## config.mk

```make
export PLATFORM = sky130hd
export DESIGN_NAME = spi_clock_and_frame_config
export DESIGN_NICKNAME = d
export VERILOG_FILES = /design/src/hw/bit_clock_divider.v /design/src/hw/spi_clock_and_frame_config.v
export VERILOG_INCLUDE_DIRS = /design/src /design/src/hw
export SDC_FILE = /design/constraint.sdc
export NUM_CORES = 1
export LEC_CHECK = 0
export ABC_AREA = 1
export BUFFER_PORTS_ARGS = -buffer_cell sky130_fd_sc_hd__buf_2
export CAP_MARGIN = 20
export CORE_MARGIN = 2
export CORE_UTILIZATION = 50
export CTS_CLUSTER_DIAMETER = 100
export DETAILED_ROUTE_END_ITERATION = 8
export PLACE_DENSITY = 0.79
export SYNTH_ARGS = -nofsm -noshare
export SYNTH_HDL_FRONTEND = slang
export SYNTH_SLANG_ARGS = --single-unit
```

## constraint.sdc

```tcl
create_clock -name pclk -period 5.7 [get_ports pclk]
set_clock_uncertainty 0.05 [all_clocks]
set_input_delay 0.285 -clock pclk [delete_from_list [all_inputs] [get_ports pclk]]
set_output_delay 0.285 -clock pclk [all_outputs]
set_load 0.03 [all_outputs]
```

## src/hw/spi_cfg_map.vh

```
// Purpose: Register offsets, field positions, reset values and divider codes of the serial port.
// Assumes: APB with 32-bit data, one aligned word per register.
// Notes: Definitions only; included by the serial port top module.
//
// Overview of operation
// - Secondary divider: code 111 is 1, 000 is 8.
// - Primary divider: 11,10,01,00 give 1,4,16,64.
// - Serial clock is input clock over product; a product of 1 is raised to 2.
// - Clock edge select ignored when framed mode on.
// - Control two bit 15 enables framed operation.
// - Bit 14: frame sync input in slave, else output in master.
// - Bit 13: frame sync active high, else low.
// - Bit 1: pulse with first bit, else before.
// - Bit 0: multi-entry buffer, else single entry.
// - Clock polarity bit sets serial clock idle level.
// - Slave select use gates shifting in unframed slave; it does not release the data pin.
`ifndef SPI_CFG_MAP_VH
`define SPI_CFG_MAP_VH

// ----------------------------------------------------------------
// Register offsets
// ----------------------------------------------------------------
`define OFS_CON1 8'h00
`define OFS_CON2 8'h04
`define OFS_DATA 8'h08
`define OFS_STAT 8'h0C

// ----------------------------------------------------------------
// Reset values and writable masks
// ----------------------------------------------------------------
`define CON1_RESET 16'h0000
`define CON2_RESET 16'h0000
`define CON1_MASK 16'h19FF
`define CON2_MASK 16'hE003

// ----------------------------------------------------------------
// Control one fields
// ----------------------------------------------------------------
`define CON1_PRI_LO 0
`define CON1_PRI_HI 1
`define CON1_SEC_LO 2
`define CON1_SEC_HI 4
`define CON1_MASTER 5
`define CON1_CKP 6
`define CON1_SLAVE_SELECT_USE 7
`define CON1_CKE 8
`define CON1_OUT_OFF 11
`define CON1_CLK_OFF 12

// ----------------------------------------------------------------
// Control two fields
// ----------------------------------------------------------------
`define CON2_FRAMED 15
`define CON2_FDIR 14
`define CON2_FPOL 13
`define CON2_FEDGE 1
`define CON2_BUFEN 0

// ----------------------------------------------------------------
// Status register fields
// ----------------------------------------------------------------
`define STAT_ON 0
`define STAT_BUSY 1
`define STAT_FULL 2
`define STAT_EMPTY 3
`define STAT_CNT_LO 4
`define STAT_PER_LO 8

// ----------------------------------------------------------------
// Divider ratios
// ----------------------------------------------------------------
`define PRI_CODE_1 2'h3
`define PRI_CODE_4 2'h2
`define PRI_CODE_16 2'h1
`define PRI_DIV_1 10'h001
`define PRI_DIV_4 10'h004
`define PRI_DIV_16 10'h010
`define PRI_DIV_64 10'h040
`define SEC_DIV_BASE 4'h8
`define MIN_RATIO 10'h002

`endif

```

## src/hw/bit_clock_divider.v

```verilog
// Purpose: Counts one serial bit period and marks its leading and trailing half.
// Assumes: ratio is at least two and stays steady while run is high.
// Notes: Counter restarts at zero whenever run drops, so the first lead comes at once.
`default_nettype none

module bit_clock_divider #(
  parameter W = 10
) (
  input wire clk,
  input wire rst_n,
  input wire run,
  input wire [W-1:0] ratio,
  output wire lead_pulse,
  output wire trail_pulse
);

  reg [W-1:0] cnt_q;
  wire [W-1:0] half = ratio >> 1;
  wire [W-1:0] last = ratio - {{(W-1){1'b0}}, 1'b1};

  assign lead_pulse = run & (cnt_q == {W{1'b0}});
  assign trail_pulse = run & (cnt_q == half);

  always @(posedge clk or negedge rst_n)
  begin
    if (!rst_n)
      cnt_q <= {W{1'b0}};
    else if (!run || cnt_q >= last)
      cnt_q <= {W{1'b0}};
    else
      cnt_q <= cnt_q + {{(W-1){1'b0}}, 1'b1};
  end

endmodule

`default_nettype wire

```

## src/hw/spi_clock_and_frame_config.v

```verilog
// Purpose: Serial port clock prescaler and framed-mode control behind an APB slave.
// Assumes: DEPTH is a power of two; pclk is the instruction clock.
// Notes: Pins of the partner pass two flip-flops before use.
`include "spi_cfg_map.vh"
`default_nettype none

module spi_clock_and_frame_config #(
  parameter BITS = 8,
  parameter DEPTH = 4,
  parameter PW = 2,
  parameter CW = 3
) (
  input wire pclk,
  input wire presetn,
  input wire psel,
  input wire penable,
  input wire pwrite,
  input wire [7:0] paddr,
  input wire [31:0] pwdata,
  output reg [31:0] prdata,
  output reg pready,
  output reg pslverr,
  input wire serial_clock_in,
  input wire select_in,
  output reg serial_clock_out,
  output reg serial_clock_oe,
  output reg serial_out_pin,
  output reg serial_out_oe,
  output reg select_out,
  output reg select_oe
);

  // ----------------------------------------------------------------
  // Registers and decoded fields
  // ----------------------------------------------------------------
  reg [15:0] con1_q;
  reg [15:0] con2_q;
  reg on_q;

  wire [1:0] primary_divider_sel = con1_q[`CON1_PRI_HI:`CON1_PRI_LO];
  wire [2:0] secondary_divider_sel = con1_q[`CON1_SEC_HI:`CON1_SEC_LO];
  wire master_select = con1_q[`CON1_MASTER];
  wire clock_idle_polarity = con1_q[`CON1_CKP];
  wire slave_select_use = con1_q[`CON1_SLAVE_SELECT_USE];
  wire serial_out_pin_off = con1_q[`CON1_OUT_OFF];
  wire serial_clock_pin_off = con1_q[`CON1_CLK_OFF];
  wire framed_mode_on = con2_q[`CON2_FRAMED];
  wire frame_sync_direction = con2_q[`CON2_FDIR];
  wire frame_sync_polarity = con2_q[`CON2_FPOL];
  wire frame_sync_edge = con2_q[`CON2_FEDGE];
  wire multi_entry_buffer_on = con2_q[`CON2_BUFEN];

  wire cke_eff = con1_q[`CON1_CKE] & ~framed_mode_on;
  wire pre = framed_mode_on & ~frame_sync_edge;

  // ----------------------------------------------------------------
  // Prescaler ratio
  // ----------------------------------------------------------------
  reg [9:0] pri_ratio;
  always @*
  begin
    case (primary_divider_sel)
      `PRI_CODE_1: pri_ratio = `PRI_DIV_1;
      `PRI_CODE_4: pri_ratio = `PRI_DIV_4;
      `PRI_CODE_16: pri_ratio = `PRI_DIV_16;
      default: pri_ratio = `PRI_DIV_64;
    endcase
  end

  wire [3:0] sec_ratio = `SEC_DIV_BASE - {1'b0, secondary_divider_sel};
  wire [9:0] ratio_raw = pri_ratio * {6'h00, sec_ratio};
  // A one-to-one product cannot make a serial clock; it runs at half rate instead.
  wire [9:0] ratio = (ratio_raw < `MIN_RATIO) ? `MIN_RATIO : ratio_raw;

  // ----------------------------------------------------------------
  // Transmit buffer
  // ----------------------------------------------------------------
  reg [BITS-1:0] mem [0:DEPTH-1];
  reg [PW-1:0] wp_q;
  reg [PW-1:0] rp_q;
  reg [CW-1:0] cnt_q;

  wire [CW-1:0] cap = multi_entry_buffer_on ? DEPTH[CW-1:0] : {{(CW-1){1'b0}}, 1'b1};
  wire full = (cnt_q >= cap);
  wire empty = (cnt_q == {CW{1'b0}});
  wire [BITS-1:0] head = empty ? {BITS{1'b0}} : mem[rp_q];

  // ----------------------------------------------------------------
  // APB slave
  // ----------------------------------------------------------------
  wire setup = psel & ~penable;
  wire commit = psel & penable & pready;
  wire wr = commit & pwrite;
  wire mapped = (paddr == `OFS_CON1) | (paddr == `OFS_CON2) | (paddr == `OFS_DATA) | (paddr == `OFS_STAT);
  wire push = wr & (paddr == `OFS_DATA) & ~full;

  reg busy_q;
  reg [5:0] per_q;
  reg [31:0] rd_word;
  always @*
  begin
    rd_word = 32'h0000_0000;
    case (paddr)
      `OFS_CON1: rd_word = {16'h0000, con1_q};
      `OFS_CON2: rd_word = {16'h0000, con2_q};
      `OFS_STAT:
      begin
        rd_word[`STAT_ON] = on_q;
        rd_word[`STAT_BUSY] = busy_q;
        rd_word[`STAT_FULL] = full;
        rd_word[`STAT_EMPTY] = empty;
        rd_word[`STAT_CNT_LO +: CW] = cnt_q;
        rd_word[`STAT_PER_LO +: 6] = per_q;
      end
      default: rd_word = 32'h0000_0000;
    endcase
  end

  always @(posedge pclk or negedge presetn)
  begin
    if (!presetn)
    begin
      pready <= 1'b0;
      pslverr <= 1'b0;
      prdata <= 32'h0000_0000;
      con1_q <= `CON1_RESET;
      con2_q <= `CON2_RESET;
      on_q <= 1'b0;
    end
    else
    begin
      if (setup)
      begin
        pready <= 1'b1;
        pslverr <= ~mapped;
        prdata <= pwrite ? 32'h0000_0000 : rd_word;
      end
      else if (commit)
        pready <= 1'b0;
      if (wr && paddr == `OFS_CON1)
        con1_q <= pwdata[15:0] & `CON1_MASK;
      if (wr && paddr == `OFS_CON2)
        con2_q <= pwdata[15:0] & `CON2_MASK;
      if (wr && paddr == `OFS_STAT)
        on_q <= pwdata[`STAT_ON];
    end
  end

  // ----------------------------------------------------------------
  // Pin synchronisers and slave edge detection
  // ----------------------------------------------------------------
  reg sck_s1;
  reg sck_s2;
  reg sck_s3;
  reg sel_s1;
  reg sel_s2;

  always @(posedge pclk or negedge presetn)
  begin
    if (!presetn)
    begin
      sck_s1 <= 1'b0;
      sck_s2 <= 1'b0;
      sck_s3 <= 1'b0;
      sel_s1 <= 1'b1;
      sel_s2 <= 1'b1;
    end
    else
    begin
      sck_s1 <= serial_clock_in;
      sck_s2 <= sck_s1;
      sck_s3 <= sck_s2;
      sel_s1 <= select_in;
      sel_s2 <= sel_s1;
    end
  end

  // Leading edge goes from idle to active level; trailing edge returns to idle.
  wire s_rise = sck_s2 & ~sck_s3;
  wire s_fall = ~sck_s2 & sck_s3;
  wire s_lead = clock_idle_polarity ? s_fall : s_rise;
  wire s_trail = clock_idle_polarity ? s_rise : s_fall;

  reg fseen_q;
  wire fsync_act = (sel_s2 == frame_sync_polarity);
  wire gate_ok = framed_mode_on ? (~frame_sync_direction | fseen_q | fsync_act)
                                : (~slave_select_use | ~sel_s2);

  // ----------------------------------------------------------------
  // Bit clock divider, master mode only
  // ----------------------------------------------------------------
  wire div_lead;
  wire div_trail;
  wire run = busy_q & master_select & on_q;

  bit_clock_divider #(
    .W(10)
  ) u_div (
    .clk(pclk),
    .rst_n(presetn),
    .run(run),
    .ratio(ratio),
    .lead_pulse(div_lead),
    .trail_pulse(div_trail)
  );

  wire slave_on = on_q & ~master_select;
  wire lead_ev = master_select ? div_lead : (slave_on & gate_ok & s_lead);
  wire trail_ev = master_select ? div_trail : (slave_on & s_trail);
  wire start = on_q & ~busy_q & (master_select ? ~empty : lead_ev);

  // ----------------------------------------------------------------
  // Frame engine
  // ----------------------------------------------------------------
  localparam [5:0] BITS6 = BITS[5:0];
  wire [5:0] total = BITS6 + {5'h00, pre};

  reg [BITS-1:0] sh_q;
  reg so_q;
  reg sck_q;
  reg fs_q;
  reg busy_d;
  reg [5:0] per_d;
  reg [BITS-1:0] sh_d;
  reg so_d;
  reg sck_d;
  reg fs_d;
  reg fseen_d;

  always @*
  begin
    busy_d = busy_q;
    per_d = per_q;
    sh_d = sh_q;
    so_d = so_q;
    sck_d = sck_q;
    fs_d = fs_q;
    fseen_d = fseen_q;
    if (slave_on && framed_mode_on && frame_sync_direction && fsync_act && !busy_q)
      fseen_d = 1'b1;
    if (start)
    begin
      busy_d = 1'b1;
      per_d = 6'h00;
      sh_d = head;
      if (cke_eff)
      begin
        so_d = head[BITS-1];
        sh_d = {head[BITS-2:0], 1'b0};
      end
    end
    if (lead_ev && busy_d)
    begin
      sck_d = ~clock_idle_polarity;
      fs_d = framed_mode_on & ~frame_sync_direction & (per_d == 6'h00);
      if (!cke_eff && per_d >= {5'h00, pre})
      begin
        so_d = sh_d[BITS-1];
        sh_d = {sh_d[BITS-2:0], 1'b0};
      end
      per_d = per_d + 6'h01;
    end
    if (trail_ev && busy_d)
    begin
      sck_d = clock_idle_polarity;
      if (per_d == total)
      begin
        busy_d = 1'b0;
        fseen_d = 1'b0;
      end
      else if (cke_eff && per_d > {5'h00, pre})
      begin
        so_d = sh_d[BITS-1];
        sh_d = {sh_d[BITS-2:0], 1'b0};
      end
    end
    // Losing the select line or the port mid-frame drops the frame.
    if (!on_q || (!master_select && !gate_ok))
    begin
      busy_d = 1'b0;
      fseen_d = 1'b0;
    end
    if (!busy_d)
    begin
      sck_d = clock_idle_polarity;
      fs_d = 1'b0;
    end
  end

  always @(posedge pclk or negedge presetn)
  begin
    if (!presetn)
    begin
      busy_q <= 1'b0;
      per_q <= 6'h00;
      sh_q <= {BITS{1'b0}};
      so_q <= 1'b0;
      sck_q <= 1'b0;
      fs_q <= 1'b0;
      fseen_q <= 1'b0;
      wp_q <= {PW{1'b0}};
      rp_q <= {PW{1'b0}};
      cnt_q <= {CW{1'b0}};
      serial_clock_out <= 1'b0;
      serial_clock_oe <= 1'b0;
      serial_out_pin <= 1'b0;
      serial_out_oe <= 1'b0;
      select_out <= 1'b1;
      select_oe <= 1'b0;
    end
    else
    begin
      busy_q <= busy_d;
      per_q <= per_d;
      sh_q <= sh_d;
      so_q <= so_d;
      sck_q <= sck_d;
      fs_q <= fs_d;
      fseen_q <= fseen_d;
      if (push)
      begin
        mem[wp_q] <= pwdata[BITS-1:0];
        wp_q <= wp_q + {{(PW-1){1'b0}}, 1'b1};
      end
      if (start && !empty)
        rp_q <= rp_q + {{(PW-1){1'b0}}, 1'b1};
      cnt_q <= cnt_q + {{(CW-1){1'b0}}, push} - {{(CW-1){1'b0}}, start & ~empty};
      serial_clock_out <= sck_d;
      serial_clock_oe <= on_q & master_select & ~serial_clock_pin_off;
      serial_out_pin <= so_d;
      serial_out_oe <= on_q & ~serial_out_pin_off;
      select_out <= fs_d ? frame_sync_polarity : ~frame_sync_polarity;
      select_oe <= on_q & master_select & framed_mode_on & ~frame_sync_direction;
    end
  end

endmodule

`default_nettype wire

```

==> impl_results.md, run 1 <==
- TritonCTS buffer count: 9
- Final min period: roughly 5.0 ns
- Crit path arrival time: ~5 ns
- Crit path largest cell delay: 0.55 ns
- CTS tree: done
- CP Class: register to register
- Die Y-Extent: around 120 um
- Number of synthesized flops with an enable pin: 32
- Post-detail-place hpwl: about 11 mm
- Share of layout cells above drive strength 1: 0.130
- Finished Core Util: 0.574
- Syn avg cell area: approximately 8.3 um^2
- Met1 WL: 6.53 mm
- Global route total overflow: 0
- Drt drc: 0
- First-pass GRT wire length: 23.9 mm
- Sequential area share after synthesis: 0.450
- Clk_lat worst skew: between 0.3 and 0.4 ns
- Sequential power share: 0.498
- Finish-stage setup viols: 0
- Seq cells post-synth: between 100 and 150
- Bufs on Longest Clock Path: 2
- Starting DRT DRC Count: about 350
- Slew HR: 0.435
- Ys Warns: 0
- Initial antenna violation count: 0
- Site Rows: 41
- Largest net degree at the start of global routing: a little over 80
- Crit share post-route: 0.876
- Core area: 12,700 um^2
- Slowest CP cell: o21ai_1
- CP bufs+invs: 6
- LEAKAGE: about 3.7 nW
- Power Density: between 200 and 250 nW/um^2
- Worst-path clk slew: approximately 0.080 ns
- 1st-pass router iterations: 6
- Combinational share of power: 0.146
- Area added between synthesis and finish: 10.9%
- Clk pwr share: 0.356
- Routed wl met3: approximately 670 um
- Sw Share: 0.290
- Max-slew violations: 0
- RSZ-0062 raised after global routing: false
- Drt wl/cell: roughly 14 um
- Final #Nets: 936
- FMAX: between 200 and 250 MHz
- Number of nets with antenna violations after routing: 0
- DR top layer: met4
- Hold Fails Final Rpt: 0
- Unique masters post-synth: 51
- Htree depth: 3
- Ys async rst share: 0.714
- Final wirelength: 14.2 mm
- CP endpoint kind: register
- N_diodes: 0
- Worst-Margin Slew: 0.844 ns
- Chip width: 119 um
- Delay-heaviest family, CP: adder cells
- Max_cap viols: 0
- Io pins: 87
- Top_reg_cell synth: dfrtp_1
- Vias post-DR: between 5,000 and 6,000
- CP Launch Type: register
- HP Class: primary input to register
- Int Pwr: 1.25 mW
- CTS Sinks: 112
- Mapped cell area: between 6000 and 7000 um^2
- IO Port Bufs: 52
- Final setup TNS: 0 ns
- Vias in the first global route: about 5,100
- Total GRT Usage: 0.210
- Die Area: 14,100 um^2
- Synth Instances: a little under 800
- Met2 WL post-DR: ~6.6 mm
- Max IR drop VDD: 0.140 mV
- WP data required: slightly below 6 ns
- Vias per inst: 5.21
- P_sw: approximately 510 uW
- Root Buffer: clkbuf_16
- Status: complete, no violations
- Max FO, Critical Path: 10
- Starting Density: 0.518
- GPL Wtd Cong: between 0.8 and 0.9
## worst reg2reg max path: stages (launching register included)
cell,delay (ns)
dfrtp_1,0.39
inv_2,0.09
ha_1,0.30
inv_1,0.07
nor2_1,0.11
ha_1,0.15
inv_1,0.05
fa_1,0.53
inv_1,0.07
ha_1,0.37
nor2_1,0.18
nand3_1,0.13
nor2_1,0.10
nand3_1,0.08
nor2_1,0.12
nand2_2,0.09
nand2_1,0.09
ha_1,0.18
nand2_1,0.09
nor3_1,0.30
xnor2_1,0.17
inv_1,0.06
ha_1,0.26
nand2_1,0.05
inv_1,0.04
a21boi_0,0.07
o21ai_1,0.55
nor3b_1,0.12
## cell families (layout without fill, tap and decap cells)
family | Yosys count | count (layout) | synth area share
simple gates | 364 | 364 | 0.247
other cells | 1 | 16 | 0.000569
flops | 112 | 112 | 0.450
compound gates | 116 | 116 | 0.104
mux | 2 | 2 | 0.00323
fa+ha+maj | 38 | 38 | 0.0756
buf+inv | 146 | 191 | 0.0947
xor+xnor | 17 | 17 | 0.0249
## metrics by stage
stage	hold slack, ns	std cells	setup WS [ns]	instance area (um^2)	power (mW)
finish	0.0857	1028	0.706	7310	1.77
global route	0.104	1028	0.264	7310	1.85
CTS	0.0776	1026	0.672	7270	1.77
detailed placement	0.286	1008	0.809	6950	1.15
global placement	0.285	1008	0.821	6950	1.14
floorplan	-0.0606	811	1.34	6650	1.08
## power groups by stage
stage                     registers [mW]  logic (mW)  clock network (mW)
after floorplan                    0.884       0.199                   0
after global placement             0.895       0.245                   0
after detailed placement           0.895       0.251                   0
after CTS                          0.879       0.256               0.639
after global routing               0.883       0.299               0.672
final                              0.879       0.259               0.629
## placed cells by master (no fill, tap or decap), drive strengths merged, types with 2 or more instances in the layout
cell type    count
nand2          185
inv            118
nor2            99
dfrtp           77
buf             53
o21ai           52
nand3           50
ha              35
edfxtp          32
a21oi           26
conb            16
o22ai           15
xor2            13
nor3            11
clkbuf          10
a21boi           7
nand4            6
nor3b            6
clkinv           6
a32o             5
nor4             5
xnor2            4
o21bai           4
fa               3
dlygate4sd3      3
dfstp            3
o31ai            2
a31oi            2
## registers in the layout, summed over array words and instances, names as in the netlist, 2 cells and up
name and flops:
cnt_q 3, con1_q 11, con2_q 5, mem 32, per_q 6, prdata 16
rp_q 2, sh_q 8, u_div.cnt_q 10, wp_q 2
## repair_timing
item                                   4_1_cts  5_1_grt
setup endpoints to repair                    0        0
gates resized for setup                      0        0
hold buffers                                 2        1
endpoints found under the hold margin        2        7
setup buffers                                0        0
## routing by layer
layer | up-vias | global-route usage
li1 | 2654 | -
met1 | 2523 | 0.288
met2 | 151 | 0.339
met3 | 27 | 0.0268
met4 | 0 | 0.0893
met5 | - | 0
## synthesized netlist by cell type (4+ instances only)
cell type,number,share of area
nand3_2,6,0.0091
o21ai_0,46,0.035
nor3_1,10,0.0076
inv_2,7,0.0040
nor2_2,4,0.0038
xor2_1,11,0.015
nand2_1,177,0.10
nand2_2,6,0.0057
buf_4,17,0.019
edfxtp_1,32,0.15
dfrtp_1,77,0.29
xnor2_1,4,0.0053
clkbuf_1,6,0.0034
nor3b_1,6,0.0068
o22ai_1,15,0.014
o21bai_1,4,0.0046
nand4_1,6,0.0057
nor4_1,4,0.0038
a21oi_1,26,0.020
ha_1,35,0.066
nor2_1,91,0.052
o21ai_1,4,0.0030
nand3_1,43,0.033
a21boi_0,7,0.0080
a32o_1,5,0.0076
inv_1,108,0.062
## layout make-up
cell class / instances / area (um^2)
clock buffers: 10 / 239
clock inverters: 6 / 61.3
inverters: 119 / 448
repair buffers: 56 / 320
flip-flops and latches: 112 / 2970
fillers: 1155 / 5420
well taps: 172 / 215
multi-input cells: 553 / 3060
## worst paths after layout
check / startpoint / slack, ns / cells past startpoint / to
max in group asynchronous: presetn / 4.75 / 3 / select_out
hold reg to reg: sck_s1 / 0.30 / 0 / sck_s2
setup / recovery: con1_q[2] / 0.71 / 27 / u_div.cnt_q[3]
hold / removal: psel / 0.09 / 2 / pready
min in group asynchronous: presetn / 0.25 / 2 / u_div.cnt_q[9]
setup reg to reg: con1_q[2] / 0.71 / 27 / u_div.cnt_q[3]
Power figures use the tool's default switching activity.
==> run 2: changes to the inputs <==
Settings changed: SYNTH_HIERARCHICAL from default to 1.
==> run 2 against run 1 <==
  * Hold slack worse by 0.016 ns
  * Clock power increased by 2%
  * Power about the same
  * Die area rose by 0.51%
  * Synthesized area is 0.53% higher
  * Non-clock buffer count is the same
  * Routed wire length increased by 3.3%
  * Synthesized cell count is 1.1% higher
  * Sequential power about the same
  * Flip-flop and latch count is the same
  * Via count up 2.1%
  * Cell count increased by 0.97%
  * Largest power group unchanged
  * Highest routed layer unchanged
==> impl_results.md, run 2 <==
- Status: complete, no violations
- Io pins: slightly below 90
- Fillcell total: around 1,200
- N_diodes: 0
- FMAX: 202 MHz
- Synth Instances: between 800 and 900
- Sequential area share after synthesis: 0.448
- Finish-stage setup viols: 0
- Worst reg-to-reg setup slack: ~0.75 ns
- Chip width: around 120 um
- CP Launch Type: register
- First-pass GRT wire length: 24.4 mm
- Starting DRT DRC Count: around 410
- Core area: between 10,000 and 15,000 um^2
- Crit share post-route: 0.869
- Worst r2r dst: u_div/cnt_q[2]
- Drt wl/cell: 14.1 um
- TritonCTS buffer count: 9
- Number of nets with antenna violations after routing: 0
- FF-to-FF Start: con1_q[2]
- Ys Warns: 6
- Slowest CP cell: fa_1
- Postcts setup bufs: 0
- Hold Fails Final Rpt: 0
- CTS tree: done
- Syn avg cell area: 8.23 um^2
- Register Area: just under 3000 um^2
- Max-slew violations: 0
- WP data required: roughly 5.9 ns
- Area added between synthesis and finish: 10.6%
- Seq cells post-synth: 112
- Commonest non-fill, non-tap cell in the layout: nand2_1
- Top_reg_cell synth: dfrtp_1
- Count leader, synth: nand2_1
- Ys async rst share: 0.714
- Mapped cell area: between 6000 and 7000 um^2
- IO Port Bufs: 52
- Vias in the first global route: 5,077
- 1st-pass router iterations: 5
- RSZ-0062 raised after global routing: false
- Max IR drop VDD: approximately 0.22 mV
- Crit path arrival time: 5.14 ns
- Top flop regs: mem: 32 flops, prdata: 16 flops, con1_q: 11 flops
- Starting Density: 0.506
- Vias post-DR: around 5,500
- Final setup TNS: 0 ns
- Drt drc: 0
- GPL Wtd Cong: between 0.8 and 0.9
- Max_cap viols: 0
- Worst-path clk slew: 0.08 ns
- Reg with most FFs: mem
- Max FO, Critical Path: 10
- Hold Path Stages: 2
- Synth top area cells: dfrtp_1 29%, edfxtp_1 15%, nand2_1 10%
- Die Y-Extent: around 120 um
- Share of layout cells above drive strength 1: 0.126
- Synth top area share: 0.291
- Worst Hold Launch: psel
- Max FFs per register: 32
- Crit path largest cell delay: 0.50 ns
- Global route total overflow: 0
- Site Rows: 42
- Highest-count cells in the layout ignoring fill and taps: 183 x nand2_1, 106 x inv_1, 102 x nor2_1
- Post-route insts no fill: between 1,000 and 1,500
- Slew HR: 0.471
- Die Area: about 14,000 um^2
- Hold endpoint: pready
- Placed Cells: between 1,000 and 1,500
- CTS Sinks: between 100 and 150
- CP Class: register to register
- # resized after CTS: 0
- Synth top cells by count: 183 x nand2_1, 106 x inv_1, 102 x nor2_1, 77 x dfrtp_1, 47 x o21ai_0
- Bufs on Longest Clock Path: 2
- Unique masters post-synth: 45
- Final wirelength: 14.6 mm
- Top cell type by total area after synthesis: dfrtp_1
- Largest net degree at the start of global routing: 52
- Clk_lat worst skew: 0.35 ns
- Multi-input gate area: between 3000 and 4000 um^2
- Total GRT Usage: 0.214
- Worst r2r path cells: 32
- Post-detail-place hpwl: about 11 mm
- Htree depth: 3
- LEAKAGE: 3.73 nW
- HP Class: primary input to register
- Vias per inst: around 5.3
- CP endpoint kind: register
- Final min period: about 5 ns
- Number of synthesized flops with an enable pin: 32
- Initial antenna violation count: 0
- Worst-Margin Slew: between 0.7 and 0.8 ns
- Root Buffer: clkbuf_16
- Power Density: 241 nW/um^2
- Final #Nets: roughly 940
[run 2: how the worst max path moves through the flow]
stage | start | endpoint | slack (ns)
2_1_floorplan | con1_q[2] | u_div/cnt_q[0] | 1.33
3_3_place_gp | con1_q[2] | u_div/cnt_q[2] | 0.83
3_5_place_dp | con1_q[2] | u_div/cnt_q[2] | 0.74
4_1_cts | con1_q[2] | u_div/cnt_q[2] | 0.73
5_1_grt | con1_q[2] | u_div/cnt_q[2] | 0.16
6_report | con1_q[2] | u_div/cnt_q[2] | 0.75
[run 2: layout make-up]
| class | count | area share |
|---|---|---|
| tap | 176 | 0.0300 |
| clock inverter | 7 | 0.0116 |
| inverter | 112 | 0.0574 |
| multi-input combinational | 566 | 0.425 |
| clock buffer | 9 | 0.0307 |
| timing repair buffer | 56 | 0.0410 |
| sequential | 112 | 0.405 |
[run 2: worst max-delay path: cells and delay by family, from the launching register on]
family	cells	cell delay [ns]
flip-flops	1	0.42
buffers and inverters	6	0.52
AO/OA/AOI/OAI	2	0.29
XOR/XNOR	1	0.14
AND/OR/NAND/NOR	17	1.78
adder cells (fa/ha/maj)	6	1.63
[run 2: repair_timing]
| action | CTS | global route |
|---|---|---|
| hold buffers | 3 | 0 |
| hold endpoints to repair | 28 | 0 |
| endpoints found under the setup margin | 0 | 0 |
[run 2: per-stage QoR]
step | util | hold WS [ns] | power, mW | instance area (um^2) | worst slack, ns
after floorplan | - | -0.0606 | 1.07 | 6680 | 1.33
after global placement | 0.534 | 0.190 | 1.13 | 6990 | 0.832
after detailed placement | 0.534 | 0.194 | 1.14 | 6990 | 0.736
after CTS | 0.560 | 0.0656 | 1.78 | 7330 | 0.731
after global routing | 0.560 | 0.102 | 1.85 | 7330 | 0.156
final | 0.560 | 0.0695 | 1.77 | 7330 | 0.748
[run 2: metal layers]
metal	routed length, um	track usage	part of all wire	vias up
li1	-	-	-	2677
met1	6770	0.296	0.46	2597
met2	6760	0.347	0.46	172
met3	837	0.0383	0.057	22
met4	263	0.0595	0.018	0
met5	0	0	0	-
[run 2: power breakdown]
part | switching, mW | leakage [nW] | internal, mW
clock network | 0.325 | 0.147 | 0.315
logic | 0.174 | 2.27 | 0.0773
registers | 0.0278 | 1.31 | 0.850
total | 0.527 | 3.73 | 1.24
[run 2: logic make-up (layout without fill, tap and decap cells)]
| kind of cell | after synthesis | after routing | synth area share |
|---|---|---|---|
| AO/OA/AOI/OAI | 100 | 100 | 0.0876 |
| XOR/XNOR | 27 | 27 | 0.0368 |
| adder cells (fa/ha/maj) | 38 | 38 | 0.0752 |
| buffers and inverters | 142 | 184 | 0.0912 |
| flip-flops | 112 | 112 | 0.448 |
| multiplexers | 2 | 2 | 0.00340 |
| other | 1 | 16 | 0.000566 |
| AND/OR/NAND/NOR | 383 | 383 | 0.258 |
==> run 3: changes to the inputs <==
Settings changed: BUFFER_PORTS_ARGS -buffer_cell sky130_fd_sc_hd__buf_2 to default, DONT_BUFFER_PORTS from default to 1, PLACE_DENSITY 0.79 to 0.73, SETUP_SLACK_MARGIN from default to 0.4.
==> run 3 against run 2 <==
  * Via count down 4.4%
  * Clock power increased by 1%
  * Critical path type unchanged
  * Sequential power barely moved
  * Hold slack lost 0.044 ns
  * Flip-flop and latch count unchanged
  * Combinational power down 3%
  * Global-route usage hardly changed
  * Largest power group unchanged
  * Worst setup slack better by 0.15 ns
  * Power rose by 0.21%
  * Sequential share of layout area grew 0.51 points
  * Non-clock buffer count decreased by 41
  * Utilization shrank 0.67 points
==> impl_results.md, run 3 (synthesis results as in run 2) <==
- Status: complete, no violations
- Drt drc: 0
- Hold Fails Final Rpt: 0
- CTS tree: done
- HP Class: primary input to register
- Crit path largest cell delay: roughly 0.49 ns
- Clk_lat worst skew: between 0.3 and 0.4 ns
- CP Class: register to register
- Starting DRT DRC Count: between 300 and 400
- Bufs on Longest Clock Path: 2
- Drt wl/cell: roughly 15 um
- Global route total overflow: 0
- Reg with most FFs: mem
- Final min period: ~4.8 ns
- Initial antenna violation count: 0
- Power Density: 245 nW/um^2
- Post-detail-place hpwl: 10.4 mm
- Total GRT Usage: 0.214
- 1st-pass router iterations: 5
- Final wirelength: between 10 and 15 mm
- Final #Nets: around 900
- IO Port Bufs: 0
- Vias per inst: between 5 and 6
- Io pins: a little under 90
- Die Area: approximately 14,000 um^2
- Worst reg-to-reg setup slack: between 0.9 and 1 ns
- Die Y-Extent: between 100 and 150 um
- CTS Sinks: between 100 and 150
- First-pass GRT wire length: roughly 24 mm
- N_diodes: 0
- Max IR drop VDD: approximately 0.17 mV
- Max FO, Critical Path: 5
- Finished Core Util: 0.553
- Vias post-DR: between 5,000 and 6,000
- FMAX: ~210 MHz
- Slowest CP cell: fa_1
- Starting Density: 0.506
- Largest net degree at the start of global routing: slightly above 80
- RSZ-0062 raised after global routing: false
- Crit path arrival time: 5.04 ns
- Highest-count cells in the layout ignoring fill and taps: 183 x nand2_1, 103 x inv_1, 99 x nor2_1
- Area added between synthesis and finish: 9.29%
- Core area: between 10,000 and 15,000 um^2
- Htree depth: 3
- Worst-path clk slew: 0.08 ns
- Max FFs per register: 32
- Site Rows: 42
- Hold Path Stages: 1
- Final setup TNS: 0 ns
- Finish-stage setup viols: 0
- LEAKAGE: 3.56 nW
- Max-slew violations: 0
- WP data required: about 6 ns
- Chip width: 119 um
- GPL Wtd Cong: approximately 0.86
- Worst r2r path cells: 32
- CP Launch Type: register
- Setup ws final: 0.900 ns
- Root Buffer: clkbuf_16
- Share of layout cells above drive strength 1: 0.0864
- Slew HR: 0.433
- DP Area: roughly 6700 um^2
- TritonCTS buffer count: 9
- Crit share post-route: 0.842
- Commonest non-fill, non-tap cell in the layout: nand2_1
- Total power: 1.77 mW
- Top flop regs: mem: 32 flops, prdata: 16 flops, con1_q: 11 flops
- Vias in the first global route: between 4,000 and 5,000
- Number of nets with antenna violations after routing: 0
- Finished Cell Area: just over 7000 um^2
- Cell mode on critical path: nand2_1
- Fillcell total: 1,188
- Worst-Margin Slew: approximately 0.84 ns
- Max_cap viols: 0
- Post-place setup slack: between 0.6 and 0.7 ns
- CP endpoint kind: register
-- run 3: changes by cell type in the layout (fill, tap and decap cells not counted), moves of 3 or more --
cell | previous run | this run
buf_2 | 51 | 0
dlygate4sd3_1 | 3 | 12
inv_1 | 106 | 103
inv_2 | 4 | 7
nor2_1 | 102 | 99
-- run 3: worst max-delay path: cells and delay by family (launching register included) --
kind	cells	cell delay, ns
AOI/OAI and AO/OA	3	0.36
xor gates and xnor gates	1	0.21
adders and majority gates	6	1.61
buffers and inverters	6	0.44
DFF	1	0.41
and+or+nand+nor	16	1.65
-- run 3: power by group --
part	internal [mW]	leakage (nW)	switching, mW
combinational	0.0755	2.10	0.168
sequential	0.850	1.31	0.0300
clock	0.317	0.149	0.332
total	1.24	3.56	0.530
-- run 3: layer usage --
metal	GRT usage	routed length (um)
met1	0.303	6970
met2	0.333	6860
met3	0.0436	904
met4	0.0677	243
met5	0	0
-- run 3: metrics by stage --
step                      std cells  hold slack (ns)
final                           998           0.0257
after global routing            998           0.0155
after CTS                       996           0.0183
after detailed placement        967          -0.0583
after global placement          967          -0.0582
after floorplan                 820          -0.0606
-- run 3: cell type report --
type | instances | area [um^2] | area share
timing repair buffer | 15 | 163 | 0.0225
sequential | 112 | 2970 | 0.410
clock buffer | 9 | 225 | 0.0311
multi-input combinational | 567 | 3170 | 0.437
tap | 176 | 220 | 0.0304
inverter | 112 | 420 | 0.0581
clock inverter | 7 | 78.8 | 0.0109
-- run 3: worst paths after layout --
| check | startpoint | end |
|---|---|---|
| setup / recovery | con1_q[2] | u_div/cnt_q[5] |
| hold / removal | pwdata[7] | con1_q[7] |
| setup reg to reg | con1_q[2] | u_div/cnt_q[5] |
| hold reg to reg | sck_s1 | sck_s2 |
| max in group asynchronous | presetn | con1_q[2] |
| min in group asynchronous | presetn | per_q[2] |
-- run 3: what timing repair did --
action / in CTS / in global routing
buffers inserted: 0 / 1
hold buffers: 13 / 0
hold endpoints to repair: 115 / 0
resized for setup: 0 / 14
setup endpoints to repair: 0 / 10
